File: src/hw/bstap_pkg.sv
/*
 * Package for the boundary-scan test access port controller: state codes,
 * instruction decode constants, register widths, reset values and the
 * structs that carry the sampled test pins and the data-register strobes.
 * Assumes nothing of its surroundings beyond a SystemVerilog compiler.
 */
package bstap_pkg;

   // ---------------------------------------------------------------------
   // Widths and reset values
   // ---------------------------------------------------------------------
   localparam int unsigned IR_W      = 8;
   localparam int unsigned BCR_W     = 2;
   localparam int unsigned OPC_W     = 7;
   localparam int unsigned SYNC_N    = 3;
   localparam logic [7:0]  IR_RESET  = 8'hff;
   localparam logic [7:0]  IR_STATUS = 8'h81;
   localparam logic [1:0]  BCR_RESET = 2'h2;
   localparam logic        BYP_CAP   = 1'h0;
   localparam int unsigned FIFO_W    = 1;
   localparam int unsigned FIFO_D    = 16;

   // ---------------------------------------------------------------------
   // Opcodes (bit 7 ignored)
   // ---------------------------------------------------------------------
   localparam logic [6:0] OP_EXTEST = 7'h00;
   localparam logic [6:0] OP_SAMPLE = 7'h02;
   localparam logic [6:0] OP_INTEST = 7'h03;
   localparam logic [6:0] OP_HIGHZ  = 7'h06;
   localparam logic [6:0] OP_CLAMP  = 7'h07;
   localparam logic [6:0] OP_RUNT   = 7'h09;
   localparam logic [6:0] OP_READBN = 7'h0a;
   localparam logic [6:0] OP_READBT = 7'h0b;
   localparam logic [6:0] OP_CELLT  = 7'h0c;
   localparam logic [6:0] OP_TOPHIP = 7'h0d;
   localparam logic [6:0] OP_SCANCN = 7'h0e;
   localparam logic [6:0] OP_SCANCT = 7'h0f;

   // ---------------------------------------------------------------------
   // Types
   // ---------------------------------------------------------------------
   typedef enum logic [3:0] {
      ST_RESET  = 4'h0, ST_IDLE   = 4'h1, ST_SEL_DR = 4'h2, ST_CAP_DR = 4'h3,
      ST_SH_DR  = 4'h4, ST_EX1_DR = 4'h5, ST_PA_DR  = 4'h6, ST_EX2_DR = 4'h7,
      ST_UP_DR  = 4'h8, ST_SEL_IR = 4'h9, ST_CAP_IR = 4'ha, ST_SH_IR  = 4'hb,
      ST_EX1_IR = 4'hc, ST_PA_IR  = 4'hd, ST_EX2_IR = 4'he, ST_UP_IR  = 4'hf
   } bstap_state_e;

   typedef enum logic [1:0] {
      DR_BYPASS = 2'h0, DR_BOUND = 2'h1, DR_BCTRL = 2'h2
   } bstap_dr_e;

   typedef struct packed {
      logic tck;
      logic tms;
      logic tdi;
   } bstap_pins_s;

   typedef struct packed {
      logic capture;
      logic shift;
      logic update;
   } bstap_strobe_s;

endpackage : bstap_pkg

File: src/hw/bstap_tap.sv
/*
 * Test access port controller with instruction register, boundary-control
 * and bypass registers, plus a parameterised FIFO for the serial-in stream.
 * Assumes the test clock, mode select and data input arrive asynchronously
 * on pins and are sampled by clk, which runs much faster than the test clock.
 * The boundary-scan cells themselves live outside; they see the strobes and
 * return their serial output on bsr_tdo.
 */
`timescale 1ns/1ns
`default_nettype none

// Overview of operation
// - Sixteen states, six stable, ten transient
// - Transitions follow mode select at test-clock rise
// - Power-up in reset state, test logic disabled
// - Mode select high reaches reset within five
// - Instruction forced all ones, selecting bypass
// - Boundary control reset to one-zero
// - Control-register tests run only in idle
// - Select states do nothing, leave next cycle
// - Capture connects one register, output enables falling
// - Output enables low after reset, else held
// - Data capture on edge leaving capture
// - Shift on each rise, not entering edge
// - Exit states end scan, no recapture
// - Pause holds shift contents unchanged
// - Data update on falling edge, output floats
// - Instruction capture loads one-six-zeros-one
// - Instruction latches update on falling edge
// - Eight-bit instruction, bit seven ignored
// - Unknown opcodes act as bypass, no parity
// - Shadow latches except on bypass register
// - Instruction picks mode, operation, register, source
// - Sample on rise, outputs change on fall
// - Bypass stage captures zero
// - Control register two bits, bypass one

// ------------------------------------------------------------------------
// Synchronous FIFO
// ------------------------------------------------------------------------
module bstap_fifo #(
   parameter int unsigned WIDTH = 1,
   parameter int unsigned DEPTH = 16
) (
   // Clock and reset
   input  wire logic             clk,
   input  wire logic             rst,
   // Fill side
   input  wire logic             in_valid,
   output logic                  in_ready,
   input  wire logic [WIDTH-1:0] in_data,
   // Drain side
   output logic                  out_valid,
   input  wire logic             out_ready,
   output logic      [WIDTH-1:0] out_data
);
   localparam int unsigned AW = $clog2(DEPTH);
   logic [WIDTH-1:0] mem [DEPTH];
   logic [AW-1:0]    wp_r;
   logic [AW-1:0]    rp_r;
   logic [AW:0]      cnt_r;
   wire              push = in_valid && in_ready;
   wire              pop  = out_valid && out_ready;

   assign in_ready  = (cnt_r != (AW+1)'(DEPTH));
   assign out_valid = (cnt_r != '0);
   assign out_data  = mem[rp_r];

   always_ff @(posedge clk) begin
      if (push) begin
         mem[wp_r] <= in_data;
      end
   end

   always_ff @(posedge clk) begin
      if (rst) begin
         wp_r  <= '0;
         rp_r  <= '0;
         cnt_r <= '0;
      end else begin
         if (push) wp_r <= wp_r + 1'b1;
         if (pop)  rp_r <= rp_r + 1'b1;
         cnt_r <= cnt_r + (AW+1)'(push) - (AW+1)'(pop);
      end
   end
endmodule : bstap_fifo

// ------------------------------------------------------------------------
// Controller top
// ------------------------------------------------------------------------
module bstap_tap (
   // Clock and reset
   input  wire logic                 clk,
   input  wire logic                 rst,
   // Test pins
   input  wire logic                 tck_pin,
   input  wire logic                 tms_pin,
   input  wire logic                 tdi_pin,
   output logic                      tdo_o,
   output logic                      tdo_oe,
   // Boundary-scan cell side
   input  wire logic                 bsr_tdo,
   output bstap_pkg::bstap_strobe_s  bsr_strobe,
   output logic                      bsr_sel,
   output logic                      bsr_tdi,
   // Decoded instruction
   output logic [6:0]                opcode,
   output logic                      test_mode,
   output logic                      highz_mode,
   output logic [1:0]                bctrl_op,
   output logic                      bctrl_run,
   output bstap_pkg::bstap_state_e   tap_state
);
   // ---------------------------------------------------------------------
   // Pin sampling, three stages; a change counts when 2nd and 3rd agree
   // ---------------------------------------------------------------------
   bstap_pkg::bstap_pins_s s1_r, s2_r, s3_r, pin_r;
   always_ff @(posedge clk) begin
      if (rst) begin
         s1_r  <= '1;
         s2_r  <= '1;
         s3_r  <= '1;
         pin_r <= '1;
      end else begin
         s1_r <= '{tck: tck_pin, tms: tms_pin, tdi: tdi_pin};
         s2_r <= s1_r;
         s3_r <= s2_r;
         pin_r <= (s2_r == s3_r) ? s3_r : pin_r;
      end
   end
   logic tck_d_r;
   always_ff @(posedge clk) begin
      if (rst) tck_d_r <= 1'b1;
      else     tck_d_r <= pin_r.tck;
   end
   wire tck_rise = pin_r.tck && !tck_d_r;
   wire tck_fall = !pin_r.tck && tck_d_r;

   // ---------------------------------------------------------------------
   // Serial input stream buffered; drained one bit per rising edge
   // ---------------------------------------------------------------------
   // Bits are pushed at each test-clock rise and popped one clk cycle later
   // by the shift logic, so the FIFO only absorbs skew, never data loss.
   wire fifo_in_ready;
   wire fifo_out_valid;
   wire fifo_out_data;
   logic fifo_pop_r;
   bstap_fifo #(.WIDTH(bstap_pkg::FIFO_W), .DEPTH(bstap_pkg::FIFO_D)) u_fifo (
      .clk       (clk),
      .rst       (rst),
      .in_valid  (tck_rise),
      .in_ready  (fifo_in_ready),
      .in_data   (pin_r.tdi),
      .out_valid (fifo_out_valid),
      .out_ready (fifo_pop_r),
      .out_data  (fifo_out_data)
   );
   always_ff @(posedge clk) begin
      if (rst) fifo_pop_r <= 1'b0;
      else     fifo_pop_r <= tck_rise && fifo_in_ready;
   end
   wire step     = fifo_pop_r && fifo_out_valid;
   wire tdi_bit  = fifo_out_data;
   // Mode select captured with the same rise, aligned with the popped bit
   logic tms_s_r;
   always_ff @(posedge clk) begin
      if (rst)           tms_s_r <= 1'b1;
      else if (tck_rise) tms_s_r <= pin_r.tms;
   end

   // ---------------------------------------------------------------------
   // State machine
   // ---------------------------------------------------------------------
   bstap_pkg::bstap_state_e st_r, st_nxt;
   always_comb begin
      unique case (st_r)
         bstap_pkg::ST_RESET:  st_nxt = tms_s_r ? bstap_pkg::ST_RESET
                                              : bstap_pkg::ST_IDLE;
         bstap_pkg::ST_IDLE:   st_nxt = tms_s_r ? bstap_pkg::ST_SEL_DR
                                              : bstap_pkg::ST_IDLE;
         bstap_pkg::ST_SEL_DR: st_nxt = tms_s_r ? bstap_pkg::ST_SEL_IR
                                              : bstap_pkg::ST_CAP_DR;
         bstap_pkg::ST_CAP_DR: st_nxt = tms_s_r ? bstap_pkg::ST_EX1_DR
                                              : bstap_pkg::ST_SH_DR;
         bstap_pkg::ST_SH_DR:  st_nxt = tms_s_r ? bstap_pkg::ST_EX1_DR
                                              : bstap_pkg::ST_SH_DR;
         bstap_pkg::ST_EX1_DR: st_nxt = tms_s_r ? bstap_pkg::ST_UP_DR
                                              : bstap_pkg::ST_PA_DR;
         bstap_pkg::ST_PA_DR:  st_nxt = tms_s_r ? bstap_pkg::ST_EX2_DR
                                              : bstap_pkg::ST_PA_DR;
         bstap_pkg::ST_EX2_DR: st_nxt = tms_s_r ? bstap_pkg::ST_UP_DR
                                              : bstap_pkg::ST_SH_DR;
         bstap_pkg::ST_UP_DR:  st_nxt = tms_s_r ? bstap_pkg::ST_SEL_DR
                                              : bstap_pkg::ST_IDLE;
         bstap_pkg::ST_SEL_IR: st_nxt = tms_s_r ? bstap_pkg::ST_RESET
                                              : bstap_pkg::ST_CAP_IR;
         bstap_pkg::ST_CAP_IR: st_nxt = tms_s_r ? bstap_pkg::ST_EX1_IR
                                              : bstap_pkg::ST_SH_IR;
         bstap_pkg::ST_SH_IR:  st_nxt = tms_s_r ? bstap_pkg::ST_EX1_IR
                                              : bstap_pkg::ST_SH_IR;
         bstap_pkg::ST_EX1_IR: st_nxt = tms_s_r ? bstap_pkg::ST_UP_IR
                                              : bstap_pkg::ST_PA_IR;
         bstap_pkg::ST_PA_IR:  st_nxt = tms_s_r ? bstap_pkg::ST_EX2_IR
                                              : bstap_pkg::ST_PA_IR;
         bstap_pkg::ST_EX2_IR: st_nxt = tms_s_r ? bstap_pkg::ST_UP_IR
                                              : bstap_pkg::ST_SH_IR;
         bstap_pkg::ST_UP_IR:  st_nxt = tms_s_r ? bstap_pkg::ST_SEL_DR
                                              : bstap_pkg::ST_IDLE;
      endcase
   end
   // Five highs reach reset from any state via the select states
   always_ff @(posedge clk) begin
      if (rst)       st_r <= bstap_pkg::ST_RESET;
      else if (step) st_r <= st_nxt;
   end

   // ---------------------------------------------------------------------
   // Instruction decode
   // ---------------------------------------------------------------------
   logic [7:0] ir_sh_r;
   logic [7:0] ir_lat_r;
   wire  [6:0] opc = ir_lat_r[6:0];
   wire op_bnd = (opc == bstap_pkg::OP_EXTEST) || (opc == bstap_pkg::OP_SAMPLE)
              || (opc == bstap_pkg::OP_INTEST) || (opc == bstap_pkg::OP_READBN)
              || (opc == bstap_pkg::OP_READBT) || (opc == bstap_pkg::OP_CELLT);
   wire op_bcr = (opc == bstap_pkg::OP_SCANCN)
              || (opc == bstap_pkg::OP_SCANCT);
   wire op_test = (opc == bstap_pkg::OP_EXTEST) || (opc == bstap_pkg::OP_INTEST)
              || (opc == bstap_pkg::OP_HIGHZ) || (opc == bstap_pkg::OP_CLAMP)
              || (opc == bstap_pkg::OP_RUNT) || (opc == bstap_pkg::OP_READBT)
              || (opc == bstap_pkg::OP_TOPHIP) || (opc == bstap_pkg::OP_SCANCT);
   // Anything else falls to bypass; no parity check is made
   wire bstap_pkg::bstap_dr_e dr_sel = op_bnd ? bstap_pkg::DR_BOUND
                                     : op_bcr ? bstap_pkg::DR_BCTRL
                                     : bstap_pkg::DR_BYPASS;

   // ---------------------------------------------------------------------
   // Shift registers and shadow latches
   // ---------------------------------------------------------------------
   wire in_rst  = (st_r == bstap_pkg::ST_RESET);
   wire cap_ir  = step && (st_r == bstap_pkg::ST_CAP_IR);
   wire sh_ir   = step && (st_r == bstap_pkg::ST_SH_IR);
   wire cap_dr  = step && (st_r == bstap_pkg::ST_CAP_DR);
   wire sh_dr   = step && (st_r == bstap_pkg::ST_SH_DR);
   wire fall_ir = tck_fall && (st_r == bstap_pkg::ST_UP_IR);
   wire fall_dr = tck_fall && (st_r == bstap_pkg::ST_UP_DR);
   logic [1:0] bcr_sh_r;
   logic [1:0] bcr_lat_r;
   logic       byp_r;
   always_ff @(posedge clk) begin
      if (rst || in_rst) begin
         ir_sh_r  <= bstap_pkg::IR_RESET;
         ir_lat_r <= bstap_pkg::IR_RESET;
      end else begin
         if (cap_ir)     ir_sh_r  <= bstap_pkg::IR_STATUS;
         else if (sh_ir) ir_sh_r  <= {tdi_bit, ir_sh_r[7:1]};
         if (fall_ir)    ir_lat_r <= ir_sh_r;
      end
   end
   // Pause and exit states touch neither shift stage
   always_ff @(posedge clk) begin
      if (rst || in_rst) begin
         bcr_sh_r  <= bstap_pkg::BCR_RESET;
         bcr_lat_r <= bstap_pkg::BCR_RESET;
      end else begin
         if (sh_dr && dr_sel == bstap_pkg::DR_BCTRL)
            bcr_sh_r <= {tdi_bit, bcr_sh_r[1]};
         if (fall_dr && dr_sel == bstap_pkg::DR_BCTRL)
            bcr_lat_r <= bcr_sh_r;
      end
   end
   // Bypass has no shadow latch
   always_ff @(posedge clk) begin
      if (rst) byp_r <= 1'b0;
      else if (cap_dr && dr_sel == bstap_pkg::DR_BYPASS)
         byp_r <= bstap_pkg::BYP_CAP;
      else if (sh_dr && dr_sel == bstap_pkg::DR_BYPASS)
         byp_r <= tdi_bit;
   end

   // ---------------------------------------------------------------------
   // Serial output, driven on falling edges only
   // ---------------------------------------------------------------------
   wire in_ir_scan = (st_r == bstap_pkg::ST_CAP_IR) || (st_r == bstap_pkg::ST_SH_IR)
                  || (st_r == bstap_pkg::ST_EX1_IR) || (st_r == bstap_pkg::ST_PA_IR)
                  || (st_r == bstap_pkg::ST_EX2_IR);
   wire in_dr_scan = (st_r == bstap_pkg::ST_CAP_DR) || (st_r == bstap_pkg::ST_SH_DR)
                  || (st_r == bstap_pkg::ST_EX1_DR) || (st_r == bstap_pkg::ST_PA_DR)
                  || (st_r == bstap_pkg::ST_EX2_DR);
   wire dr_bit = (dr_sel == bstap_pkg::DR_BOUND) ? bsr_tdo
               : (dr_sel == bstap_pkg::DR_BCTRL) ? bcr_sh_r[0] : byp_r;
   // One register at a time: instruction path wins by construction
   wire scan_bit  = in_ir_scan ? ir_sh_r[0] : dr_bit;
   wire first_en  = tck_fall && !tdo_oe && (in_ir_scan || in_dr_scan);
   logic rst_seen_r;
   always_ff @(posedge clk) begin
      if (rst || in_rst)  rst_seen_r <= 1'b1;
      else if (first_en)  rst_seen_r <= 1'b0;
   end
   always_ff @(posedge clk) begin
      if (rst) begin
         tdo_o  <= 1'b0;
         tdo_oe <= 1'b0;
      end else if (tck_fall) begin
         tdo_oe <= in_ir_scan || in_dr_scan;
         if (first_en && (st_r == bstap_pkg::ST_CAP_IR || st_r == bstap_pkg::ST_CAP_DR))
            tdo_o <= rst_seen_r ? 1'b0 : tdo_o;
         else if (in_ir_scan || in_dr_scan)
            tdo_o <= scan_bit;
      end
   end

   // ---------------------------------------------------------------------
   // Strobes and decoded outputs, all registered
   // ---------------------------------------------------------------------
   always_ff @(posedge clk) begin
      if (rst) begin
         bsr_strobe <= '0;
         bsr_sel    <= 1'b0;
         bsr_tdi    <= 1'b1;
         opcode     <= bstap_pkg::IR_RESET[6:0];
         test_mode  <= 1'b0;
         highz_mode <= 1'b0;
         bctrl_op   <= bstap_pkg::BCR_RESET;
         bctrl_run  <= 1'b0;
         tap_state  <= bstap_pkg::ST_RESET;
      end else begin
         bsr_sel            <= (dr_sel == bstap_pkg::DR_BOUND);
         bsr_strobe.capture <= cap_dr && op_bnd;
         bsr_strobe.shift   <= sh_dr && op_bnd;
         bsr_strobe.update  <= fall_dr && op_bnd;
         bsr_tdi            <= tdi_bit;
         opcode             <= opc;
         test_mode          <= op_test && !in_rst;
         highz_mode         <= (opc == bstap_pkg::OP_HIGHZ);
         bctrl_op           <= bcr_lat_r;
         // Tests run only while idle, after reset was left via idle
         bctrl_run          <= (opc == bstap_pkg::OP_RUNT)
                               && (st_r == bstap_pkg::ST_IDLE);
         tap_state          <= st_r;
      end
   end
endmodule : bstap_tap

`default_nettype wire

File: config.mk
export PLATFORM = sky130hd
export DESIGN_NAME = bstap_tap
export DESIGN_NICKNAME = d
export VERILOG_FILES = /design/src/hw/bstap_pkg.sv /design/src/hw/bstap_tap.sv
export SDC_FILE = /design/constraint.sdc
export NUM_CORES = 1
export LEC_CHECK = 0
export BUFFER_PORTS_ARGS = -buffer_cell sky130_fd_sc_hd__buf_2
export CAP_MARGIN = 15
export CORE_MARGIN = 10
export CORE_UTILIZATION = 55
export CTS_CLUSTER_DIAMETER = 60
export DETAILED_ROUTE_END_ITERATION = 7
export GPL_ROUTABILITY_DRIVEN = 0
export PLACE_DENSITY_LB_ADDON = 0.15
export SLEW_MARGIN = 10
export SYNTH_ARGS = -nofsm -noshare
export SYNTH_HDL_FRONTEND = slang
export SYNTH_SLANG_ARGS = --single-unit
File: constraint.sdc
create_clock -name clk -period 8.72 [get_ports clk]
set_input_delay 0.436 -clock clk [delete_from_list [all_inputs] [get_ports clk]]
set_output_delay 0.436 -clock clk [all_outputs]
set_load 0.03 [all_outputs]
After elaboration in Yosys (flattened, before gate mapping)
Memory sizes are Yosys's and may differ from the RTL's. A register that Yosys moved wholly into a read port is not among the register bits. Cells that the tools add are included.

Register bits after elaboration: 76. Bits in latches: 0. RAM bits: 16. Memory bits (read-only): 0. Input port bits: 6. Output and inout port bits: 23. Logic and storage cells: 164. Memories: 1.

Add/sub/neg operators: 4. Multipliers: 0. Divide/modulo/power cells: 0. Magnitude comparators: 0. Eq/ne operators: 31. Shifts and indexed selects: 0. Mux-type cells: 27. Bitwise gates (word level): 0. Reductions and logical operators: 62.

Memory list: u_fifo.mem (words 16, bits a word 1, rd ports 1, clocked after Yosys merged registers in 1, write ports 1, RTL line bstap_tap.sv:58) `logic [WIDTH-1:0] mem [DEPTH];`.

Operator list (number): $eq A7 B4 Y1 const B (7); $pmux W4 S12 (1); $eq A4 B4 Y1 const B (8); $logic_or A1 B1 Y1 (24); $mux W4 (6); $logic_and A1 B1 Y1 (22); $eq A4 B3 Y1 const B (4); $eq A7 B2 Y1 const B (2); $eq A7 B3 Y1 const B (2); $mux W7 (2); $mux W1 (11); $mux W2 (5); $add A4 B1 Y4 const B (2); $eq A4 B2 Y1 const B (2); $reduce_or A2 Y1 (4); $logic_not A7 Y1 (1); $mux W3 (2); $add A5 B1 Y5 (1); $ne A5 B5 Y1 const B (1); $reduce_bool A5 Y1 (1); $sub A5 B1 Y5 (1); $eq A4 B1 Y1 const B (1); $logic_not A1 Y1 (4); $logic_not A4 Y1 (1); other kinds (8) (9).

Longest topological paths before layout
Gate-level depths: netlist of the first run.

Depth after elaboration: 13. Gate-level depth with buffers: 16. Mapped depth without buffers: 15.

Hierarchy
A second synthesis of the first run with hierarchy kept.

Cell total of the unflattened synthesis: 414. Area, all modules: 4135.2 um2.

Modules (own cells, without submodules): bstap_tap (times used 1, cells an instance 280, area an instance 2613.8 um2); bstap_fifo (times used 1, cells an instance 134, area an instance 1521.5 um2).

Least setup slack after synthesis of the first run
OpenSTA, ideal clock, no wires.

Path kind: register to register. Start: register u_fifo.cnt_r[3]. End: register u_fifo.cnt_r[4]. Setup time: 0.070 ns. Arrival: 2.746 ns. Data required time: 8.650 ns. Slack: 5.904 ns. Stages on the path, launching flop included: 17. Period minus slack after synthesis: 2.816 ns. Cell sequence: dfxtp_1 > inv_1 > ha_1 > or3b_1 > o21ai_4 > inv_4 > buf_8 > ha_1 > inv_1 > ha_1 > inv_1 > fa_1 > inv_1 > a21oi_1 > nor2_1 > or3_1 > a21oi_1.

RTL lines: from (decl) (RTL line bstap_tap.sv:61) `logic [AW:0] cnt_r;`; from (signal assigned) (RTL line bstap_tap.sv:83) `cnt_r <= cnt_r + (AW+1)'(push) - (AW+1)'(pop);`; $reduce_bool A5 Y1 (RTL line bstap_tap.sv:66) `assign out_valid = (cnt_r != '0);`; $logic_and A1 B1 Y1; net step (RTL line bstap_tap.sv:162) `wire step = fifo_pop_r && fifo_out_valid;`; $sub A5 B1 Y5 (RTL line bstap_tap.sv:83).

The timed path passes the listed nets, and every way through them passes these cells. A chain may end at the register's enable or synchronous reset.

Final worst setup path of the first run
Start: register u_fifo.cnt_r[2]. End: register u_fifo.cnt_r[4].

Word-level cells in the longest chain between the ends: 4.

Ends and longest elaborated chain: $ne A5 B5 Y1 (RTL line bstap_tap.sv:65) `assign in_ready = (cnt_r != (AW+1)'(DEPTH));`; $logic_and A1 B1 Y1 (RTL line bstap_tap.sv:62) `wire push = in_valid && in_ready;`; $add A5 B1 Y5 (RTL line bstap_tap.sv:83); $sub A5 B1 Y5 (*) (RTL line bstap_tap.sv:83).

Mark *: on every way between the ends. The rest lies on a longest branch, timed or not.

==> results of run 1 <==
==> cells by family after synthesis <==
| group | Yosys count | share of synthesized area (%) |
|---|---|---|
| flip-flops | 96 | 51.3 |
| adder cells (fa/ha/maj) | 13 | 4.13 |
| multiplexers | 17 | 5.80 |
| buffers and inverters | 42 | 4.75 |
| AND/OR/NAND/NOR | 157 | 20.3 |
| AO/OA/AOI/OAI | 66 | 11.0 |
| XOR/XNOR | 13 | 2.81 |
==> how the worst max path moves through the flow <==
stage,start,to,cells past startpoint
CTS,u_fifo.cnt_r[2],u_fifo.cnt_r[4],15
global placement,u_fifo.cnt_r[2],u_fifo.cnt_r[4],15
finish,u_fifo.cnt_r[2],u_fifo.cnt_r[4],15
floorplan,u_fifo.cnt_r[3],u_fifo.cnt_r[4],16
detailed placement,u_fifo.cnt_r[2],u_fifo.cnt_r[4],15
global route,u_fifo.cnt_r[3],u_fifo.cnt_r[4],15
==> Yosys cell counts, drive strengths merged, types with 3 or more instances <==
library cell / n / area share, %
dfxtp: 80 / 39
nand2: 41 / 4.2
nor2: 37 / 3.5
or2: 21 / 3.2
a21oi: 20 / 2.6
inv: 18 / 1.7
edfxtp: 16 / 12
o21ai: 15 / 2.1
nor2b: 14 / 2.2
clkbuf: 13 / 1.2
mux2i: 13 / 3.2
buf: 11 / 1.8
ha: 11 / 3.4
nor3: 10 / 1.2
nand2b: 9 / 1.4
o211ai: 8 / 1.5
xor2: 8 / 1.7
nand3: 6 / 1.0
a31oi: 5 / 0.77
xnor2: 5 / 1.1
mux4: 4 / 2.6
nand4: 4 / 0.62
and3: 3 / 0.46
nor3b: 3 / 0.83
==> through the flow <==
step                      power, W  hold WS (ns)
after detailed placement  0.000538         0.393
after CTS                 0.000858         0.238
final                     0.000847         0.256
after floorplan           0.000525         0.389
after global routing      0.000883         0.259
after global placement    0.000535         0.394
==> metal layers <==
layer / vias to the layer above / track usage, %
met5: - / 0
li1: 1417 / -
met4: 0 / 3.77
met3: 6 / 4.23
met2: 51 / 18.5
met1: 1250 / 17.1
==> cell type report <==
type / instances / area (um2)
fill: 642 / 2780
timing repair buffer: 29 / 148
tap: 99 / 124
inverter: 18 / 70.1
clock buffer: 10 / 138
sequential: 96 / 2080
clock inverter: 6 / 88.8
multi-input combinational: 266 / 1780
==> sequential cells by signal (all words and copies together) (netlist names), 2 cells and up, named ones only <==
signal        flops
u_fifo.cnt_r      5
ir_lat_r          7
st_r              4
s3_r              3
pin_r             3
s2_r              3
bcr_sh_r          2
u_fifo.wp_r       4
opcode            7
u_fifo.rp_r       4
bctrl_op          2
bcr_lat_r         2
ir_sh_r           8
tap_state         4
u_fifo.mem       16
s1_r              3
bsr_strobe        3
==> worst reg2reg max path, delay by kind of cell (launching register included) <==
family | cells | cell delay (ns)
fa+ha+maj | 4 | 0.88
simple gates | 3 | 0.79
compound gates | 3 | 0.52
buf+inv | 5 | 0.39
flops | 1 | 0.33
==> power by group through the flow <==
stage | Clock (W) | Combinational, W | Sequential, W
detailed placement | 0 | 0.0000572 | 0.000480
finish | 0.000321 | 0.0000566 | 0.000470
global route | 0.000346 | 0.0000651 | 0.000472
global placement | 0 | 0.0000552 | 0.000480
floorplan | 0 | 0.0000479 | 0.000477
CTS | 0.000331 | 0.0000575 | 0.000470
==> out/metrics.yaml, run 1 <==
layout:
  final_util_pct: 61.5
  fin_area_um2: 4430
  stdcell_count: 524
  area_growth_syn_to_layout_pct: 9.25
  antenna_cells: 0
  final_layout_size_suffix_gt1_share_pct: 17.9
  final_common_cell: "dfxtp_1"
  layout_common_cells: "dfxtp_1 (80), nand2_1 (39), nor2_1 (36)"
  nets: 438
pwr:
  power_frac_clock_pct: 37.9
  combPwrFrac_pct: 6.7
  internal_power_w: 0.000656
  swShare_pct: 22.6
  peakVddDrop_uv: 108
  p_leak_nw: 1.73
  p_switching_w: 0.000191
  pwr-share-seq_pct: 55.4
  powerDensity_nw_per_um2: 191
timing:
  drv_slew: 0
  setup_tns_ns: 0
  relSlewSlack_pct: 43.5
  min_period_ns: 2.97
  finalHoldViolations: 0
  final.period_utilization_pct: 34.1
  timing.final.ws_setup_ns: 5.75
  rsz0062_at_grt: "no"
  finClkSkew_ns: 0.00906
  tightest_slew_ns: 0.848
  setup_viol_count_final: 0
  fmax_mhz: 337
floorplan:
  die_height_um: 106
  initial_core_util_pct: 56.3
  rows: 31
  io_pins: 29
  core_um2: 7210
  dieArea_um2: 11200
  die_w_um: 106
synth:
  yosys_warnings: 0
  async_reset_ff_share_pct: 0
  avgSynthCellArea_um2: 10.0
  synth_edf_count: 16
  ys_ff_latch: 96
  ys.flop_type: "dfxtp_1"
  synth_cells: 404
  syn_nets: 422
  syn_area_um2: 4060
  synth.distinct_cells: 63
  seq_area_frac_synth_pct: 51.3
clock_network:
  cts_setup_buffers: 0
  cts.sinks: 96
  cts_resized: 0
  cts_tree: "yes"
  cts_hold_buf: 0
  htreeDepth: 3
  cts.reportedPaths.clkPinSlew_ns: 0.09
  cts_made_buffers: 9
  insertion_delay_ns: 0.35
  cts_root_buf: "clkbuf_8"
  clockBufferDepth: 2
grt:
  grt_pass1_vias: 2520
  antenna_found_initial: 0
  grt_overflow_total: 0
  grt_max_degree: 54
  grt_usage_pct: 12.6
  grt_first_pass_wirelength_um: 11800
drt:
  drt-total-wl_um: 6980
  drc_errors: 0
  wl_met2_um: 3000
  wl_met3_um: 389
  m1WireLength_um: 3510
  drtIter0Drc: 123
  avgRoutedWirePerCell_um: 13.3
  drt_first_pass_iters: 6
  dr.max_layer_used: "met4"
  drtAntennaViolNets: 0
  vias_per_cell: 5.20
  via_count: 2724
worst_setup_path:
  critPathArrivalTime_ns: 3.25
  crit_slowest_cell: "or3b_1"
  required_ns: 9.00
  r2r_cells: 15
  path_common_cell: "inv_1"
  slowest_delay_ns: 0.39
  crit_family: "adder cells"
  r2r_end: "u_fifo.cnt_r[4]"
  path_max_fanout: 14
  cp-end-kind: "flip-flop"
  path_cells: "inv_1 -> ha_1 -> or3b_1 -> o21ai_4 -> inv_4 -> ha_1 -> inv_1 -> ha_1 -> inv_1 -> fa_1 -> inv_1 -> a21oi_1 -> nor2_1 -> or3_1 -> a21oi_1"
  startpoint_type: "flip-flop"
  rrSetupSlack_ns: 5.75
  crit_type: "flip-flop to flip-flop"
  rr_startpoint: "u_fifo.cnt_r[2]"
  crit_buf_inv: 5
placement:
  pre_cts_slack_ns: 5.74
  portBuffers: 28
  placed_area_um2: 4210
  dp_hpwl_um: 4810
  dp.cells: 508
hold_path:
  hold_end: "s1_r[2]"
  min_from: "tck_pin"
  worstHoldPathCells: 2
  hold_path_class: "input port to flip-flop"
run_status:
  status: "completed"
run:
  cap_violations: 0
Note: power is estimated with default switching activity, not from simulation.
==> inputs of run 2 (changes only) <==
--- a/config.mk
+++ b/config.mk
@@ -8,7 +8,7 @@
 export BUFFER_PORTS_ARGS = -buffer_cell sky130_fd_sc_hd__buf_2
 export CAP_MARGIN = 15
 export CORE_MARGIN = 10
-export CORE_UTILIZATION = 55
+export CORE_UTILIZATION = 54
 export CTS_CLUSTER_DIAMETER = 60
 export DETAILED_ROUTE_END_ITERATION = 7
 export GPL_ROUTABILITY_DRIVEN = 0
==> constraint.sdc (replaced) <==
create_clock -name clk -period 2.7 [get_ports clk]
set_input_delay 0.135 -clock clk [delete_from_list [all_inputs] [get_ports clk]]
set_output_delay 0.135 -clock clk [all_outputs]
set_load 0.03 [all_outputs]
==> run 2 against run 1 <==
Against the previous run:
- combinational power rose to 4.0 times the previous value
- global-route usage about the same
- flip-flop and latch count unchanged
- utilization up 0.067 points
- fmax up 15%
- non-clock buffer count up 8
- wire length up 1.4%
- via count up 0.95%
- cell area up 1.2%
- first-iteration DRC count up 8.9%
- hold slack worse by 0.087 ns
- clock power up 140%
- critical endpoint unchanged
- highest routed layer unchanged
==> out/metrics.yaml, run 2 (synthesis gave the netlist of run 1 again) <==
worst_setup_path:
  r2r_end: "u_fifo.cnt_r[4]"
  rr_startpoint: "u_fifo.cnt_r[3]"
  critPathArrivalTime_ns: 2.86  # -0.39 ns
  r2r_cells: 15  # unchanged
  path_max_fanout: 2  # -12
  cp-end-kind: "flip-flop"
  crit_type: "flip-flop to flip-flop"
  rrSetupSlack_ns: 0.13  # -5.62 ns
  required_ns: 2.99  # -6.01 ns
  startpoint_type: "flip-flop"
layout:
  largest_register_ffs: 16  # unchanged
  fin_area_um2: 4490  # +1.2%
  final_layout_size_suffix_gt1_share_pct: 21.0  # +3.1 points
  final_util_pct: 61.5  # +0.067 points
  stdcell_count: 532  # +1.5%
  nets: 446  # +1.8%
  layout_common_cells: "dfxtp_1 (78), nand2_1 (39), nor2_1 (36)"
  area_growth_syn_to_layout_pct: 10.5
  largest-register: "u_fifo.mem"
  final_common_cell: "dfxtp_1"
  top_regs: "u_fifo.mem x16, ir_sh_r x8"
  antenna_cells: 0  # unchanged
drt:
  drt-total-wl_um: 7080  # +1.4%
  vias_per_cell: 5.17  # -0.56%
  via_count: 2750  # +0.95%
  drc_errors: 0  # unchanged
  drt_first_pass_iters: 4  # -2
  drtIter0Drc: 134  # +8.9%
  drtAntennaViolNets: 0  # unchanged
  avgRoutedWirePerCell_um: 13.3  # -0.11%
run:
  cap_violations: 0  # unchanged
floorplan:
  die_height_um: 107  # +0.75%
  io_pins: 29  # unchanged
  rows: 31  # unchanged
  die_w_um: 107  # +0.75%
  initial_core_util_pct: 55.7  # -0.60 points
  dieArea_um2: 11400  # +1.5%
  core_um2: 7290  # +1.1%
grt:
  grt_max_degree: 40  # -26%
  grt_pass1_vias: 2542  # +0.87%
  grt_usage_pct: 12.6  # +0.018 points
  grt_first_pass_wirelength_um: 11900  # +0.41%
  antenna_found_initial: 0  # unchanged
  grt_overflow_total: 0  # unchanged
timing:
  finClkSkew_ns: 0.00841  # -0.000643 ns
  min_period_ns: 2.57  # -0.398 ns
  setup_viol_count_final: 0  # unchanged
  setup_tns_ns: 0  # unchanged
  final.period_utilization_pct: 95.3  # +61 points
  rsz0062_at_grt: "yes"
  fmax_mhz: 389  # +15%
  relSlewSlack_pct: 53.3  # +9.8 points
  drv_slew: 0  # unchanged
  finalHoldViolations: 0  # unchanged
  tightest_slew_ns: 0.695  # -0.153 ns
clock_network:
  insertion_delay_ns: 0.35  # about the same
  htreeDepth: 3  # unchanged
  cts.sinks: 96  # unchanged
  cts_tree: "yes"
  cts_made_buffers: 9  # unchanged
  clockBufferDepth: 2  # unchanged
  cts_root_buf: "clkbuf_8"
  cts.reportedPaths.clkPinSlew_ns: 0.08  # about the same
run_status:
  status: "completed"
placement:
  placed_area_um2: 4290  # +2.0%
  dp.cells: 513  # +0.98%
  portBuffers: 28  # unchanged
  dp_hpwl_um: 4990  # +3.8%
hold_path:
  min_from: "rst"
  hold_end: "bctrl_op[0]"
  worstHoldPathCells: 2  # unchanged
  hold_path_class: "input port to flip-flop"
pwr:
  powerDensity_nw_per_um2: 565  # +200%
  peakVddDrop_uv: 417  # +280%
  p_total_w: 0.00254  # +200%
  p_leak_nw: 1.72  # -0.62%
-- run 2: cell types whose count changed in the layout (fill, tap and decap cells not counted), sizes merged --
cell         before  now
inv              21   18
bufinv            2    0
clkinvlp          0    2
buf              29   34
dlygate4sd3       0    3
clkbuf           10   13
-- run 2: through the flow --
| step | worst slack [ns] | hold WS (ns) |
|---|---|---|
| floorplan | -0.0187 | 0.239 |
| global placement | 0.151 | 0.319 |
| detailed placement | 0.0731 | 0.320 |
| CTS | 0.0558 | 0.159 |
| global route | -0.000752 | 0.172 |
| finish | 0.128 | 0.169 |
-- run 2: timing repair --
| item | in CTS | in global routing |
|---|---|---|
| gates resized for setup | 0 | 3 |
| setup buffers | 0 | 0 |
| endpoints found under the setup margin | 0 | 1 |
| hold endpoints to repair | 3 | 0 |
| hold buffers | 3 | 0 |
-- run 2: metal layers --
| metal | up-vias | share of wire [%] | track usage, % |
|---|---|---|---|
| met4 | 0 | 1.2 | 4.55 |
| met3 | 9 | 4.8 | 4.31 |
| met1 | 1263 | 50 | 16.7 |
| met2 | 42 | 44 | 18.6 |
| met5 | - | 0 | 0 |
| li1 | 1436 | - | - |
-- run 2: where the power goes --
part / internal, W / switching, W
Combinational: 0.000113 / 0.000117
Sequential: 0.00149 / 0.0000332
Clock: 0.000335 / 0.000451
-- run 2: worst max path at each step --
stage                     slack (ns)       startpoint               to  cells after the start
final                           0.13  u_fifo.cnt_r[3]  u_fifo.cnt_r[4]                     15
after global routing         -0.0008  u_fifo.cnt_r[3]  u_fifo.cnt_r[4]                     15
after CTS                       0.06  u_fifo.cnt_r[3]  u_fifo.cnt_r[4]                     15
after detailed placement        0.07  u_fifo.cnt_r[3]  u_fifo.cnt_r[4]                     15
after global placement          0.15  u_fifo.cnt_r[3]  u_fifo.cnt_r[4]                     15
after floorplan                -0.02  u_fifo.cnt_r[3]  u_fifo.cnt_r[4]                     16
-- run 2: layout make-up --
type / count / area, um2
inverter: 18 / 70.1
tap: 99 / 124
multi-input combinational: 266 / 1830
timing repair buffer: 37 / 215
sequential: 96 / 2080
clock inverter: 3 / 20.0
clock buffer: 13 / 139
fill: 666 / 2810
-- run 2: worst max-delay path, stage by stage (launching register included) --
cell	delay, ns
dfxtp_2	0.33
inv_2	0.07
ha_4	0.13
or3b_4	0.38
o21ai_4	0.17
inv_4	0.05
ha_4	0.26
inv_2	0.04
ha_4	0.15
inv_2	0.05
fa_2	0.21
inv_2	0.04
a21oi_2	0.11
nor2_1	0.06
or3_1	0.35
a21oi_2	0.11
